File: config.mk
export PLATFORM = sky130hd
export DESIGN_NAME = sctc_regs
export DESIGN_NICKNAME = d
export VERILOG_FILES = /design/src/hw/sctc_pkg.sv /design/src/hw/sctc_regs.sv
export SDC_FILE = /design/constraint.sdc
export NUM_CORES = 1
export LEC_CHECK = 0
export CAP_MARGIN = 10
export CELL_PAD_IN_SITES_DETAIL_PLACEMENT = 1
export CELL_PAD_IN_SITES_GLOBAL_PLACEMENT = 1
export CORE_MARGIN = 5
export CORE_UTILIZATION = 42
export CTS_CLUSTER_DIAMETER = 150
export DETAILED_ROUTE_END_ITERATION = 10
export DONT_BUFFER_PORTS = 1
export HOLD_SLACK_MARGIN = 0.15
export PLACE_DENSITY_LB_ADDON = 0.1
export SYNTH_ARGS = -nofsm -noshare
export SYNTH_HDL_FRONTEND = slang
export SYNTH_SLANG_ARGS = --single-unit
File: constraint.sdc
create_clock -name clk_sys -period 2.5 [get_ports clk_sys]
set_clock_uncertainty 0.15 [all_clocks]
set_input_delay 0.25 -clock clk_sys [delete_from_list [all_inputs] [get_ports clk_sys]]
set_output_delay 0.25 -clock clk_sys [all_outputs]
set_load 0.02 [all_outputs]
File: src/hw/sctc_pkg.sv
// Package for the sensor channel tracking configuration register bank
package sctc_pkg;
    // ******************************************************************
    // Register byte offsets
    // ******************************************************************
    localparam logic [7:0] SCTC_OFF_SENSOR2_SETUP = 8'h24; // Channel 2 sensor setup
    localparam logic [7:0] SCTC_OFF_CHAN0_TRACK = 8'h25; // Channel 0 tracking factor
    localparam logic [7:0] SCTC_OFF_SENSOR3_SETUP = 8'h26; // Channel 3 sensor setup
    localparam logic [7:0] SCTC_OFF_CHAN12_TRACK = 8'h28; // Channels 1 and 2 tracking factors
    localparam logic [7:0] SCTC_OFF_CHAN3_TRACK = 8'h2b; // Channel 3 tracking factor

    // ******************************************************************
    // Values after reset
    // ******************************************************************
    localparam logic [7:0] SCTC_RST_SENSOR_SETUP = 8'h04; // Low range, lowest band, 4 cycles
    localparam logic [7:0] SCTC_RST_CHAN0_TRACK = 8'hda; // Reserved 1bh above factor 1
    localparam logic [7:0] SCTC_RST_CHAN12_TRACK = 8'h50; // Both factors 1
    localparam logic [7:0] SCTC_RST_CHAN3_TRACK = 8'h01; // Factor 1

    // ******************************************************************
    // Field positions
    // ******************************************************************
    localparam int SCTC_RANGE_BIT = 7; // Resistance range select
    localparam int SCTC_BAND_HI = 6; // Frequency band, top bit
    localparam int SCTC_BAND_LO = 5; // Frequency band, bottom bit
    localparam int SCTC_CYC_HI = 4; // Cycle count, top bit
    localparam int SCTC_CYC_LO = 0; // Cycle count, bottom bit
    localparam int SCTC_TF0_LO = 1; // Channel 0 factor, bits 2-1
    localparam int SCTC_TF1_LO = 4; // Channel 1 factor, bits 5-4
    localparam int SCTC_TF2_LO = 6; // Channel 2 factor, bits 7-6
    localparam int SCTC_TF3_LO = 0; // Channel 3 factor, bits 1-0

    // ******************************************************************
    // Frequency band codes
    // ******************************************************************
    localparam logic [1:0] SCTC_BAND_LOW = 2'h0; // 1 to 3.3 MHz
    localparam logic [1:0] SCTC_BAND_MID = 2'h1; // 3.3 to 10 MHz
    localparam logic [1:0] SCTC_BAND_HIGH = 2'h2; // 10 to 30 MHz
    localparam logic [1:0] SCTC_BAND_RSVD = 2'h3; // No defined band

    // Storage slots, one per mapped register
    localparam int SCTC_NUM_REGS = 5;
    typedef enum logic [2:0] {
        SCTC_IDX_S2,
        SCTC_IDX_T0,
        SCTC_IDX_S3,
        SCTC_IDX_T12,
        SCTC_IDX_T3,
        SCTC_IDX_NONE
    } sctc_idx_t;
endpackage

File: src/hw/sctc_regs.sv
// Configuration register bank for sensor channel setup and fast tracking factors
`timescale 1ns/1ps
module sctc_regs (
    input wire logic clk_sys, // 250 MHz system clock
    input wire logic reset, // Synchronous, active high
    input wire logic [7:0] reg_addr, // Register byte address from the serial engine
    input wire logic reg_wr, // Write strobe, one cycle
    input wire logic [7:0] reg_wdata, // Write data
    output logic [7:0] reg_rdata, // Read data, one cycle after the address
    output logic chan2_resistance_range, // 0 selects 50 ohm to 4 kohm
    output logic chan3_resistance_range, // 1 selects 800 ohm to 10 kohm
    output logic [1:0] chan2_band_select, // Oscillation band code
    output logic [1:0] chan3_band_select, // Oscillation band code
    output logic [4:0] chan2_cycle_count, // Sensor cycles per sample window
    output logic [4:0] chan3_cycle_count, // Sensor cycles per sample window
    output logic chan2_band_reserved, // Band code 3 present, setup invalid
    output logic chan3_band_reserved, // Band code 3 present, setup invalid
    output logic [1:0] chan0_track_factor, // Baseline fast tracking speed
    output logic [1:0] chan1_track_factor, // Baseline fast tracking speed
    output logic [1:0] chan2_track_factor, // Baseline fast tracking speed
    output logic [1:0] chan3_track_factor // Baseline fast tracking speed
);
    import sctc_pkg::*;

    // ******************************************************************
    // Address decode
    // ******************************************************************

    // Maps a byte address to a storage slot; used by both write and read
    function automatic sctc_idx_t addr_to_idx(input logic [7:0] addr);
        case (addr)
            SCTC_OFF_SENSOR2_SETUP: addr_to_idx = SCTC_IDX_S2;
            SCTC_OFF_CHAN0_TRACK: addr_to_idx = SCTC_IDX_T0;
            SCTC_OFF_SENSOR3_SETUP: addr_to_idx = SCTC_IDX_S3;
            SCTC_OFF_CHAN12_TRACK: addr_to_idx = SCTC_IDX_T12;
            SCTC_OFF_CHAN3_TRACK: addr_to_idx = SCTC_IDX_T3;
            default: addr_to_idx = SCTC_IDX_NONE;
        endcase
    endfunction

    sctc_idx_t addr_idx; // Slot hit by the current address
    logic [7:0] regs [SCTC_NUM_REGS]; // Register storage, flip-flops

    // Decoded once here so the write and read paths always agree on the slot
    assign addr_idx = addr_to_idx(reg_addr);

    // ******************************************************************
    // Register storage
    // ******************************************************************

    // Every bit is writable, reserved ones included, so the host must
    // read-modify-write to keep reserved bits at their reset values
    always_ff @(posedge clk_sys) begin
        if (reset) begin
            regs[SCTC_IDX_S2] <= SCTC_RST_SENSOR_SETUP;
            regs[SCTC_IDX_T0] <= SCTC_RST_CHAN0_TRACK;
            regs[SCTC_IDX_S3] <= SCTC_RST_SENSOR_SETUP;
            regs[SCTC_IDX_T12] <= SCTC_RST_CHAN12_TRACK;
            regs[SCTC_IDX_T3] <= SCTC_RST_CHAN3_TRACK;
        end else if (reg_wr && addr_idx != SCTC_IDX_NONE) begin
            // Unmapped writes are dropped silently
            regs[addr_idx] <= reg_wdata;
        end
    end

    // Read path registered; unmapped addresses read zero
    always_ff @(posedge clk_sys) begin
        if (reset) begin
            reg_rdata <= 8'h00;
        end else if (addr_idx == SCTC_IDX_NONE) begin
            reg_rdata <= 8'h00;
        end else begin
            reg_rdata <= regs[addr_idx];
        end
    end

    // ******************************************************************
    // Field outputs to the front end
    // ******************************************************************

    // Sensor setup fields straight from storage flip-flops
    assign chan2_resistance_range = regs[SCTC_IDX_S2][SCTC_RANGE_BIT];
    assign chan3_resistance_range = regs[SCTC_IDX_S3][SCTC_RANGE_BIT];
    assign chan2_band_select = regs[SCTC_IDX_S2][SCTC_BAND_HI:SCTC_BAND_LO];
    assign chan3_band_select = regs[SCTC_IDX_S3][SCTC_BAND_HI:SCTC_BAND_LO];
    assign chan2_cycle_count = regs[SCTC_IDX_S2][SCTC_CYC_HI:SCTC_CYC_LO];
    assign chan3_cycle_count = regs[SCTC_IDX_S3][SCTC_CYC_HI:SCTC_CYC_LO];

    // Reserved band flagged so the front end can hold off rather than guess
    assign chan2_band_reserved = (chan2_band_select == SCTC_BAND_RSVD);
    assign chan3_band_reserved = (chan3_band_select == SCTC_BAND_RSVD);

    // Tracking factors at their documented bit positions
    assign chan0_track_factor = regs[SCTC_IDX_T0][SCTC_TF0_LO +: 2];
    assign chan1_track_factor = regs[SCTC_IDX_T12][SCTC_TF1_LO +: 2];
    assign chan2_track_factor = regs[SCTC_IDX_T12][SCTC_TF2_LO +: 2];
    assign chan3_track_factor = regs[SCTC_IDX_T3][SCTC_TF3_LO +: 2];

    // ******************************************************************
    // Assertions
    // ******************************************************************

    a_reset_defaults: assert property (@(posedge clk_sys) disable iff (reset)
        $fell(reset) |-> (chan0_track_factor == 2'h1 && chan1_track_factor == 2'h1 &&
            chan2_track_factor == 2'h1 && chan3_track_factor == 2'h1 &&
            regs[SCTC_IDX_T0] == 8'hda))
        else $error("Tracking registers wrong after reset");

    a_setup_defaults: assert property (@(posedge clk_sys) disable iff (reset)
        $fell(reset) |-> (chan2_cycle_count == 5'h04 && chan3_cycle_count == 5'h04 &&
            !chan2_resistance_range && chan3_band_select == SCTC_BAND_LOW))
        else $error("Sensor setup wrong after reset");

    a_range_write: assert property (@(posedge clk_sys) disable iff (reset)
        (reg_wr && reg_addr == 8'h26) |=> chan3_resistance_range == $past(reg_wdata[7]))
        else $error("Channel 3 range not taken from bit 7");

    a_band_write: assert property (@(posedge clk_sys) disable iff (reset)
        (reg_wr && reg_addr == 8'h24) |=> chan2_band_select == $past(reg_wdata[6:5]))
        else $error("Channel 2 band not taken from bits 6-5");

    a_cycle_write: assert property (@(posedge clk_sys) disable iff (reset)
        (reg_wr && reg_addr == 8'h24) |=> chan2_cycle_count == $past(reg_wdata[4:0]))
        else $error("Channel 2 cycle count not taken from bits 4-0");

    a_shared_track: assert property (@(posedge clk_sys) disable iff (reset)
        (reg_wr && reg_addr == 8'h28) |=>
            (chan2_track_factor == $past(reg_wdata[7:6]) && chan1_track_factor == $past(reg_wdata[5:4])))
        else $error("Shared tracking register fields misplaced");

    a_track_hold: assert property (@(posedge clk_sys) disable iff (reset)
        (!reg_wr ##1 !reg_wr) |=> $stable(chan0_track_factor) && $stable(chan3_track_factor))
        else $error("Tracking factor changed without a write");

    a_read_back: assert property (@(posedge clk_sys) disable iff (reset)
        (reg_addr == 8'h25 && !reg_wr) |=> reg_rdata[2:1] == chan0_track_factor)
        else $error("Channel 0 factor read back wrong");

    // The hole between the channel 3 setup and the shared factor byte reads zero
    a_unmapped_zero: assert property (@(posedge clk_sys) disable iff (reset)
        (reg_addr == 8'h27) |=> reg_rdata == 8'h00)
        else $error("Unmapped read not zero");

    // ******************************************************************
    // Assertions on the reset load
    // ******************************************************************

    // Reset must win over a write presented in the same cycle, so every
    // factor shows its reset value one edge after any reset edge
    a_reset_load: assert property (@(posedge clk_sys)
        reset |=> (chan0_track_factor == SCTC_RST_CHAN0_TRACK[SCTC_TF0_LO +: 2] &&
            chan1_track_factor == SCTC_RST_CHAN12_TRACK[SCTC_TF1_LO +: 2] &&
            chan2_track_factor == SCTC_RST_CHAN12_TRACK[SCTC_TF2_LO +: 2] &&
            chan3_track_factor == SCTC_RST_CHAN3_TRACK[SCTC_TF3_LO +: 2]))
        else $error("Tracking factors not reloaded by reset");

    // Setup fields of both sensors reload too: low range, lowest band, 4 cycles
    a_reset_setup: assert property (@(posedge clk_sys)
        reset |=> (chan2_resistance_range == SCTC_RST_SENSOR_SETUP[SCTC_RANGE_BIT] &&
            chan3_resistance_range == SCTC_RST_SENSOR_SETUP[SCTC_RANGE_BIT] &&
            chan2_band_select == SCTC_BAND_LOW && chan3_band_select == SCTC_BAND_LOW &&
            chan2_cycle_count == SCTC_RST_SENSOR_SETUP[SCTC_CYC_HI:SCTC_CYC_LO] &&
            chan3_cycle_count == SCTC_RST_SENSOR_SETUP[SCTC_CYC_HI:SCTC_CYC_LO]))
        else $error("Sensor setup not reloaded by reset");

    // The read port starts from zero so the host never sees a stale byte
    a_reset_rdata: assert property (@(posedge clk_sys)
        reset |=> reg_rdata == 8'h00)
        else $error("Read data not cleared by reset");

    // ******************************************************************
    // Assertions on the write path
    // ******************************************************************

    // Channel 2 range comes from bit 7 of its own setup byte
    a_range2_write: assert property (@(posedge clk_sys) disable iff (reset)
        (reg_wr && reg_addr == SCTC_OFF_SENSOR2_SETUP) |=>
            chan2_resistance_range == $past(reg_wdata[7]))
        else $error("Channel 2 range not taken from bit 7");

    // Channel 3 band and cycle count come from bits 6-5 and 4-0 of its byte
    a_setup3_write: assert property (@(posedge clk_sys) disable iff (reset)
        (reg_wr && reg_addr == SCTC_OFF_SENSOR3_SETUP) |=>
            (chan3_band_select == $past(reg_wdata[6:5]) && chan3_cycle_count == $past(reg_wdata[4:0])))
        else $error("Channel 3 band or cycle count misplaced");

    // Channel 0 factor sits in bits 2-1, between reserved bits
    a_track0_write: assert property (@(posedge clk_sys) disable iff (reset)
        (reg_wr && reg_addr == SCTC_OFF_CHAN0_TRACK) |=>
            chan0_track_factor == $past(reg_wdata[2:1]))
        else $error("Channel 0 factor not taken from bits 2-1");

    // Channel 3 factor sits in the two lowest bits, all four codes legal
    a_track3_write: assert property (@(posedge clk_sys) disable iff (reset)
        (reg_wr && reg_addr == SCTC_OFF_CHAN3_TRACK) |=>
            chan3_track_factor == $past(reg_wdata[1:0]))
        else $error("Channel 3 factor not taken from bits 1-0");

    // A write elsewhere must leave the channel 2 setup untouched
    a_setup_isolation: assert property (@(posedge clk_sys) disable iff (reset)
        (reg_wr && reg_addr != SCTC_OFF_SENSOR2_SETUP) |=>
            ($stable(chan2_cycle_count) && $stable(chan2_band_select) &&
            $stable(chan2_resistance_range)))
        else $error("Channel 2 setup changed by another write");

    // ******************************************************************
    // Assertions on the read path
    // ******************************************************************

    // Channel 3 setup reads back one edge after its address, fields in place
    a_setup3_read: assert property (@(posedge clk_sys) disable iff (reset)
        (reg_addr == SCTC_OFF_SENSOR3_SETUP && !reg_wr) |=>
            reg_rdata == {chan3_resistance_range, chan3_band_select, chan3_cycle_count})
        else $error("Channel 3 setup read back wrong");
endmodule // sctc_regs

==> results.sh, run 1 <==
export IMPL_synth_distinct_cells=33
export IMPL_setup_viol=0
export IMPL_grt_overflow=0
export IMPL_holdWs_ps=155
export IMPL_die_area_um2=6780
export IMPL_reg2regPathDepth=3
export IMPL_place_gp_congestion=0.790
export IMPL_cts_sinks=48
export IMPL_avgSynthCellArea_um2=11.9
export IMPL_finalMaxSlewViolations=0
export IMPL_syn_inst=184
export IMPL_critical_path_top_delay_family="simple AND/OR/NAND/NOR gates"
export IMPL_grt_pass1_wl_um=8490
export IMPL_grt_max_degree=22
export IMPL_ant_nets=0
export IMPL_yosys_warnings=0
export IMPL_p_switching_mw=0.362
export IMPL_antenna_cells=0
export IMPL_relSlewSlack=0.552
export IMPL_cp_max_fo=11
export IMPL_reg2reg_slack_ps=1100
export IMPL_initial_core_util=0.430
export IMPL_wl_per_cell_um=20.6
export IMPL_synth_seq_area_share=0.619
export IMPL_p_per_area_nw_per_um2=604
export IMPL_hold_path_class="input pin to flop"
export IMPL_synth_top_area_frac=0.546
export IMPL_grt_pass1_vias=1638
export IMPL_route_detailed_drc=0
export IMPL_worstSetupEndpointType="flop"
export IMPL_crit_top_cell="buf_4"
export IMPL_worstPathRequired_ps=2410
export IMPL_ys_async_sr_fraction=0
export IMPL_yosysTopAreaCell="edfxtp_1"
export IMPL_cts_max_path_buffers=2
export IMPL_ys_ff_latch=48
export IMPL_cp_arrival_ps=2310
export IMPL_cts_tree="done"
export IMPL_crit_type="input pin to flop"
export IMPL_p_total_mw=1.52
export IMPL_syn_area_um2=2200
export IMPL_clk_insertion_delay_late_ps=300
export IMPL_timing_fmax_mhz=416
export IMPL_syn_nets=203
export IMPL_outcome="completed"
export IMPL_synth_edf_count=40
export IMPL_cts_made_buffers=5
export IMPL_fin_setup_tns_ps=0
export IMPL_cp_start_kind="input pin"
export IMPL_vias=1493
export IMPL_placed_area_um2=2290
export IMPL_fin_nets=219
export IMPL_p_leak_nw=0.831
export IMPL_io_buffers=0
export IMPL_fin_cells=271
export IMPL_cp_depth=7
export IMPL_internal_power_mw=1.16
export IMPL_period_needed_ps=2400
export IMPL_fin_ws_ps=95.1
export IMPL_syn2layout_area_growth_pct=14.5
export IMPL_max_cap_violations=0
export IMPL_drt_wl_total_um=5580
export IMPL_viasPerCell=5.51
export IMPL_die_h_um=82.3
export IMPL_ir_drop_v=0.000210
export IMPL_die_w_um=82.3
export IMPL_place_inst=251
export IMPL_finalCritPeriodShare=0.962
export IMPL_dp_slack_ps=20.7
export IMPL_dr_pass1_iters=6
export IMPL_antenna_found_initial=0
export IMPL_drive_gt1_frac=0.169
export IMPL_htreeDepth=2
export IMPL_dp_hpwl_um=4160
export IMPL_io_pin_count=53
export IMPL_max_stage_delay_ps=560
export IMPL_final_cell_area_um2=2520
export IMPL_power_frac_seq=0.620
export IMPL_root_buffer="clkbuf_8"
export IMPL_synthTopCellsByArea="edfxtp_1 55%, dfxtp_1 7.3%, and2_1 6.3%, o221ai_1 2.8%, a21boi_0 2.7%"
export IMPL_switching_share=0.238
export IMPL_path_clk_slew_ps=90
export IMPL_clkPwrFrac=0.324
export IMPL_drt_iter0_drc=31
export IMPL_synth_top_flop_cell="edfxtp_1"
export IMPL_rows=26
export IMPL_combPwrFrac=0.056
export IMPL_min_path_cells=3
export IMPL_crit_buf_inv=3
export IMPL_postLayoutCoreUtil=0.493
export IMPL_cp_slowest_cell="dlygate4sd3_1"
export IMPL_path_cells="or4b_4 -> or3b_4 -> buf_4 -> nor3_2 -> buf_4 -> nand2b_1 -> dlygate4sd3_1"
export IMPL_rsz0062_at_grt="no"
export IMPL_core_area_um2=5110
export IMPL_hold_viol_final=0
export IMPL_grt_usage=0.174
export IMPL_tightestPinTransition_ps=670
==> cells in the mapped netlist, types with 2 or more instances <==
| cell type | number |
|---|---|
| a21boi_0 | 8 |
| inv_1 | 4 |
| o221ai_1 | 7 |
| a21oi_1 | 2 |
| nor4_1 | 5 |
| nor3_1 | 5 |
| o21ai_0 | 8 |
| or2_2 | 4 |
| clkbuf_1 | 6 |
| or2_1 | 5 |
| dfxtp_1 | 8 |
| nand2b_1 | 4 |
| or3b_2 | 3 |
| a31oi_1 | 7 |
| and3_1 | 8 |
| edfxtp_1 | 40 |
| nand2_1 | 11 |
| nor2_1 | 6 |
| and2_1 | 22 |
| buf_4 | 8 |
==> layout by cell type (no fill, tap or decap), drive strengths merged, types with 6 or more instances in the layout <==
cell type and count:
o21ai 9, nor2 6, edfxtp 40, nor4 6, o221ai 7, dfxtp 8, and2 22, a21boi 9
or2 9, dlygate4sd3 12, a31oi 7, nand2 11, buf 13, clkbuf 6, and3 8
==> power groups by stage <==
stage          logic, mW  clock network [mW]  registers [mW]
4_1_cts           0.0845               0.503           0.943
3_3_place_gp      0.0618                   0           0.960
3_5_place_dp      0.0647                   0           0.962
6_report          0.0854               0.493           0.942
2_1_floorplan     0.0681                   0           0.944
5_1_grt           0.0926               0.530           0.947
==> registers in the layout, indices dropped and copies added, names as in the netlist <==
signal / flops
reg_rdata: 8
regs: 40
==> tightest hold or removal path, cell delays in order <==
cell and delay [ps]:
nor3_1 40, buf_4 150, nand2_1 70
==> layer usage <==
| metal | GRT usage | part of all wire | vias up |
|---|---|---|---|
| li1 | - | - | 704 |
| met1 | 0.189 | 0.40 | 747 |
| met2 | 0.330 | 0.54 | 37 |
| met3 | 0.0499 | 0.056 | 5 |
| met4 | 0.0399 | 0.0091 | 0 |
| met5 | 0 | 0 | - |
==> cell type report <==
cell class,instances,area [µm²]
Fill cell,547,2590
Multi-Input combinational cell,116,738
Inverter,4,15.0
Tap cell,70,87.6
Clock inverter,2,13.8
Sequential cell,48,1360
Clock buffer,6,82.6
Timing Repair Buffer,25,218
==> worst paths after layout <==
kind,start,endpoint
worst max-delay path,reg_addr[4],regs[3][4]$_SDFFCE_PN1P_
worst min-delay path,reg_addr[0],regs[2][2]$_SDFFCE_PN1P_
worst max register to register,regs[2][5]$_SDFFCE_PN0P_,reg_rdata[5]$_SDFF_PP0_
worst min register to register,regs[4][7]$_SDFFCE_PN0P_,reg_rdata[7]$_SDFF_PP0_
==> kinds of logic (layout without fill, tap and decap cells) <==
logic type | Yosys count | count (layout) | synth area share
flops | 48 | 48 | 0.619
mux | 1 | 1 | 0.00512
compound gates | 36 | 36 | 0.110
simple gates | 79 | 79 | 0.217
buf+inv | 20 | 37 | 0.0484
==> repair_timing <==
action	4_1_cts	5_1_grt
setup endpoints to repair	0	1
hold buffers	11	1
setup buffers	0	0
gates resized for setup	0	1
hold endpoints to repair	39	1
Power figures use the tool's default switching activity.
==> run 2: changes to the inputs <==
--- a/config.mk
+++ b/config.mk
@@ -9,7 +9,7 @@
 export CELL_PAD_IN_SITES_DETAIL_PLACEMENT = 1
 export CELL_PAD_IN_SITES_GLOBAL_PLACEMENT = 1
 export CORE_MARGIN = 5
-export CORE_UTILIZATION = 42
+export CORE_UTILIZATION = 40
 export CTS_CLUSTER_DIAMETER = 150
 export DETAILED_ROUTE_END_ITERATION = 10
 export DONT_BUFFER_PORTS = 1
==> run 2 against run 1 <==
Sequential cell count did not move. Routed wire length fell by 2.1%. Non-clock buffer count fell by 3.
==> results.sh, run 2 (same netlist as run 1, synthesis figures left out) <==
export IMPL_core_area_um2=5440
export IMPL_die_w_um=84.1
export IMPL_die_area_um2=7080
export IMPL_dp_slack_ps=-4.88
export IMPL_p_per_area_nw_per_um2=590
export IMPL_htreeDepth=2
export IMPL_regMostFlops="regs"
export IMPL_crit_type="input pin to flop"
export IMPL_path_cells="or4b_4 -> or3b_4 -> buf_4 -> nor3_2 -> dlygate4sd3_1 -> buf_4 -> nand2b_1"
export IMPL_p_leak_nw=0.810
export IMPL_combPwrFrac=0.056
export IMPL_hold_viol_final=0
export IMPL_cts_max_path_buffers=2
export IMPL_largest_reg_flops=40
export IMPL_viasPerCell=5.44
export IMPL_vias=1468
export IMPL_rows=27
export IMPL_cp_max_fo=11
export IMPL_final_common_cell="edfxtp_1"
export IMPL_drt_iter0_drc=59
export IMPL_fin_cells=270
export IMPL_p_switching_mw=0.331
export IMPL_relSlewSlack=0.511
export IMPL_crit_top_cell="buf_4"
export IMPL_internal_power_mw=1.13
export IMPL_postLayoutCoreUtil=0.455
export IMPL_rsz0062_at_grt="no"
export IMPL_fin_ws_ps=149
export IMPL_place_inst=251
export IMPL_holdWs_ps=163
export IMPL_final_cell_area_um2=2480
export IMPL_antenna_cells=0
export IMPL_grt_pass1_wl_um=8940
export IMPL_initial_core_util=0.404
export IMPL_clkPwrFrac=0.299
export IMPL_io_pin_count=53
export IMPL_cts_made_buffers=5
export IMPL_clk_insertion_delay_late_ps=290
export IMPL_ant_nets=0
export IMPL_syn2layout_area_growth_pct=12.7
export IMPL_dr_pass1_iters=4
export IMPL_outcome="completed"
export IMPL_cts_sinks=48
export IMPL_antenna_found_initial=0
export IMPL_finalCritPeriodShare=0.940
export IMPL_drt_wl_total_um=5460
export IMPL_postCtsSetupBuffers=0
export IMPL_setup_viol=0
export IMPL_cp_start_kind="input pin"
export IMPL_hold_path_class="input pin to flop"
export IMPL_grt_usage=0.163
export IMPL_io_buffers=0
export IMPL_dp_hpwl_um=4030
export IMPL_cp_arrival_ps=2250
export IMPL_cp_slowest_cell="dlygate4sd3_1"
export IMPL_reg_top3="regs (40), reg_rdata (8)"
export IMPL_worstPathRequired_ps=2400
export IMPL_period_needed_ps=2350
export IMPL_grt_pass1_vias=1601
export IMPL_tightestPinTransition_ps=729
export IMPL_path_clk_slew_ps=80
export IMPL_max_stage_delay_ps=570
export IMPL_power_frac_seq=0.645
export IMPL_worstSetupEndpointType="flop"
export IMPL_mostFrequentLayoutCells="40 x edfxtp_1, 22 x and2_1, 11 x nand2_1, 11 x dlygate4sd3_1, 11 x buf_4"
export IMPL_route_detailed_drc=0
export IMPL_placed_area_um2=2280
export IMPL_grt_max_degree=18
export IMPL_place_gp_congestion=0.768
export IMPL_drive_gt1_frac=0.146
export IMPL_ir_drop_v=0.000244
export IMPL_timing_fmax_mhz=425
export IMPL_grt_overflow=0
export IMPL_die_h_um=84.1
export IMPL_max_cap_violations=0
export IMPL_cts_tree="done"
export IMPL_wl_per_cell_um=20.2
export IMPL_finalMaxSlewViolations=0
export IMPL_fin_nets=216
export IMPL_root_buffer="clkbuf_8"
export IMPL_switching_share=0.227
-- run 2: layout make-up --
class | instances | area (µm²)
inverter | 4 | 15.0
clock buffer | 8 | 80.1
tap | 72 | 90.1
multi-input combinational | 116 | 738
fill | 596 | 2960
timing repair buffer | 22 | 193
sequential | 48 | 1360
-- run 2: final timing paths --
| check | startpoint | to | slack [ps] | cells past startpoint |
|---|---|---|---|---|
| setup / recovery | reg_addr[4] | regs[3][4]$_SDFFCE_PN1P_ | 150 | 7 |
| hold / removal | reg_addr[0] | regs[2][2]$_SDFFCE_PN1P_ | 160 | 3 |
| setup reg to reg | regs[2][5]$_SDFFCE_PN0P_ | reg_rdata[5]$_SDFF_PP0_ | 1080 | 3 |
| hold reg to reg | regs[4][7]$_SDFFCE_PN0P_ | reg_rdata[7]$_SDFF_PP0_ | 400 | 2 |
-- run 2: layer usage --
layer,vias to the layer above,global-route usage,part of all wire
met5,-,0,0
met4,0,0.0541,0.019
met3,8,0.0432,0.062
met2,45,0.278,0.50
met1,715,0.200,0.42
li1,700,-,-
-- run 2: worst max-delay path: cells and delay by family --
kind,cells,cell delay [ps]
buffers and inverters,3,880
and+or+nand+nor,4,1130
-- run 2: power by group through the flow --
stage / clock [mW] / combinational (mW) / sequential [mW]
floorplan: 0 / 0.0681 / 0.944
global placement: 0 / 0.0619 / 0.961
detailed placement: 0 / 0.0635 / 0.962
CTS: 0.448 / 0.0835 / 0.943
global route: 0.498 / 0.0899 / 0.947
finish: 0.437 / 0.0824 / 0.942
-- run 2: metrics by stage --
stage | power (mW) | TNS, ps
final | 1.46 | 0
after global routing | 1.53 | 0
after CTS | 1.47 | 0
after detailed placement | 1.03 | -37.4
after global placement | 1.02 | 0
after floorplan | 1.01 | 0
-- run 2: timing repair --
action | in CTS | in global routing
endpoints found under the setup margin | 0 | 1
hold endpoints to repair | 38 | 0
hold buffers | 11 | 0
gates resized for setup | 0 | 1
==> run 3: changes to the inputs <==
--- a/config.mk
+++ b/config.mk
@@ -5,7 +5,6 @@
 export SDC_FILE = /design/constraint.sdc
 export NUM_CORES = 1
 export LEC_CHECK = 0
-export CAP_MARGIN = 10
 export CELL_PAD_IN_SITES_DETAIL_PLACEMENT = 1
 export CELL_PAD_IN_SITES_GLOBAL_PLACEMENT = 1
 export CORE_MARGIN = 5
@@ -13,6 +12,7 @@
 export CTS_CLUSTER_DIAMETER = 150
 export DETAILED_ROUTE_END_ITERATION = 10
 export DONT_BUFFER_PORTS = 1
+export GPL_TIMING_DRIVEN = 1
 export HOLD_SLACK_MARGIN = 0.15
 export PLACE_DENSITY_LB_ADDON = 0.1
 export SYNTH_ARGS = -nofsm -noshare
==> constraint.sdc (replaced) <==
create_clock -name clk_sys -period 1.9 [get_ports clk_sys]
set_clock_uncertainty 0.15 [all_clocks]
set_input_delay 0.19 -clock clk_sys [delete_from_list [all_inputs] [get_ports clk_sys]]
set_output_delay 0.19 -clock clk_sys [all_outputs]
set_load 0.02 [all_outputs]
==> run 3 against run 2 <==
The flow now finishes with violations (setup timing). Clock power up 43%. Hold slack got worse by 11 ps. Final area rose by 4.0%. Critical path depth fell by 3. Register-to-register slack got worse by 580 ps. Global-route usage barely moved. Core utilization increased by 1.8 points.
==> results.sh, run 3 (same netlist as run 1, synthesis figures left out) <==
export IMPL_htreeDepth=2
export IMPL_hold_path_class="input pin to flop"
export IMPL_antenna_found_initial=0
export IMPL_timing_fmax_mhz=504
export IMPL_hold_viol_final=0
export IMPL_cp_start_kind="input pin"
export IMPL_reg_top3="regs (40), reg_rdata (8)"
export IMPL_max_cap_violations=0
export IMPL_vias=1489
export IMPL_p_total_mw=1.99
export IMPL_worstSetupEndpointType="flop"
export IMPL_max_stage_delay_ps=550
export IMPL_crit_buf_inv=0
export IMPL_cp_slowest_cell="or4_4"
export IMPL_core_area_um2=5440
export IMPL_drt_iter0_drc=35
export IMPL_critical_path_top_delay_family="simple AND/OR/NAND/NOR gates"
export IMPL_period_needed_ps=1990
export IMPL_worstPathRequired_ps=1810
export IMPL_p_per_area_nw_per_um2=773
export IMPL_grt_pass1_wl_um=8920
export IMPL_timing_rr_start="regs[2][5]$_SDFFCE_PN0P_"
export IMPL_setup_viol=13
export IMPL_final_common_cell="edfxtp_1"
export IMPL_relSlewSlack=0.565
export IMPL_place_gp_congestion=0.744
export IMPL_mostFrequentLayoutCells="40 x edfxtp_1, 22 x and2_1, 15 x buf_4, 11 x nand2_1, 11 x dlygate4sd3_1"
export IMPL_path_clk_slew_ps=80
export IMPL_viasPerCell=5.41
export IMPL_ant_nets=0
export IMPL_cp_max_fo=7
export IMPL_largest_reg_flops=40
export IMPL_grt_pass1_vias=1612
export IMPL_r2r_end="reg_rdata[5]$_SDFF_PP0_"
export IMPL_cts_sinks=48
export IMPL_grt_overflow=0
export IMPL_p_leak_nw=0.863
export IMPL_drive_gt1_frac=0.187
export IMPL_cts_tree="done"
export IMPL_clk_insertion_delay_late_ps=300
export IMPL_internal_power_mw=1.53
export IMPL_p_switching_mw=0.459
export IMPL_io_buffers=0
export IMPL_finalMaxSlewViolations=0
export IMPL_path_cells="or4b_4 -> or3b_4 -> or4_4 -> or2_1"
export IMPL_grt_usage=0.163
export IMPL_cts_made_buffers=5
export IMPL_die_w_um=84.1
export IMPL_rsz0062_at_grt="yes"
export IMPL_hold_end="regs[2][0]$_SDFFCE_PN0P_"
export IMPL_wl_per_cell_um=20.2
export IMPL_holdWs_ps=152
export IMPL_regMostFlops="regs"
export IMPL_cp_arrival_ps=1890
export IMPL_crit_type="input pin to flop"
export IMPL_switching_share=0.231
export IMPL_die_area_um2=7080
export IMPL_antenna_cells=0
export IMPL_syn2layout_area_growth_pct=17.2
export IMPL_reg2regPathDepth=3
export IMPL_die_h_um=84.1
export IMPL_holdCritStartpoint="reg_addr[1]"
export IMPL_fill_cells=588
export IMPL_min_path_cells=2
export IMPL_dr_pass1_iters=4
export IMPL_clkPwrFrac=0.315
export IMPL_dp_hpwl_um=4140
export IMPL_drt_wl_total_um=5550
export IMPL_outcome="complete, but fails checks"
export IMPL_violations="setup timing"
export IMPL_initial_core_util=0.404
export IMPL_fin_setup_tns_ps=-670
export IMPL_combPwrFrac=0.063
export IMPL_multiInputGateArea_um2=782
export IMPL_fin_nets=221
export IMPL_cts_max_path_buffers=2
export IMPL_power_frac_seq=0.623
export IMPL_finalCritPeriodShare=1.05
export IMPL_ir_drop_v=0.000380
export IMPL_cp_depth=4
export IMPL_reg2reg_slack_ps=500
export IMPL_dp_slack_ps=-434
export IMPL_seqCellArea_um2=1360
export IMPL_rows=27
export IMPL_root_buffer="clkbuf_8"
export IMPL_io_pin_count=53
export IMPL_grt_max_degree=18
export IMPL_route_detailed_drc=0
export IMPL_fin_ws_ps=-85.6
export IMPL_tightestPinTransition_ps=648
## run 3: cell types whose count changed in the layout (fill, tap and decap cells not counted), moves of 2 or more
cell / delta
buf_4: +4
or2_2: -4
or2_4: +4
nor3_4: +2
## run 3: metal layers
metal  wire length, µm  share of wire  global-route usage  vias to the layer above
li1                  -              -                   -                      708
met1              2180           0.39               0.183                      737
met2              2980           0.54               0.296                       37
met3               287          0.052              0.0412                        7
met4                97          0.017              0.0614                        0
met5                 0              0                   0                        -
## run 3: worst max path at each step
| stage | end | start | slack (ps) |
|---|---|---|---|
| floorplan | regs[1][0]$_SDFFCE_PN0P_ | reg_addr[4] | -450 |
| global placement | regs[1][4]$_SDFFCE_PN1P_ | reg_addr[4] | -390 |
| detailed placement | regs[1][4]$_SDFFCE_PN1P_ | reg_addr[4] | -430 |
| CTS | regs[1][1]$_SDFFCE_PN1P_ | reg_addr[4] | -70 |
| global route | regs[1][1]$_SDFFCE_PN1P_ | reg_addr[4] | -100 |
| finish | regs[1][4]$_SDFFCE_PN1P_ | reg_addr[4] | -90 |
## run 3: what timing repair did
item	in CTS	in global routing
hold buffers	11	0
gates resized for setup	3	1
endpoints found under the setup margin	13	44
pin swaps	1	3
endpoints found under the hold margin	84	0
buffers inserted	1	0
## run 3: power groups by stage
stage               Clock (mW)  Sequential [mW]  Combinational (mW)
floorplan                    0             1.24              0.0947
global placement             0             1.26              0.0896
detailed placement           0             1.27              0.0916
CTS                      0.643             1.24               0.126
global route             0.685             1.24               0.137
finish                   0.626             1.24               0.125
## run 3: stage by stage
step / utilization / instances / area [µm²]
floorplan: - / 184 / 2250
global placement: 0.433 / 255 / 2350
detailed placement: 0.433 / 255 / 2350
CTS: 0.473 / 275 / 2570
global route: 0.474 / 275 / 2580
finish: 0.474 / 275 / 2580
## run 3: area by class of cell
| class | count | area share |
|---|---|---|
| Sequential cell | 48 | 0.528 |
| Multi-Input combinational cell | 116 | 0.304 |
| Timing Repair Buffer | 27 | 0.0923 |
| Clock buffer | 8 | 0.0350 |
| Tap cell | 72 | 0.0350 |
| Inverter | 4 | 0.00583 |
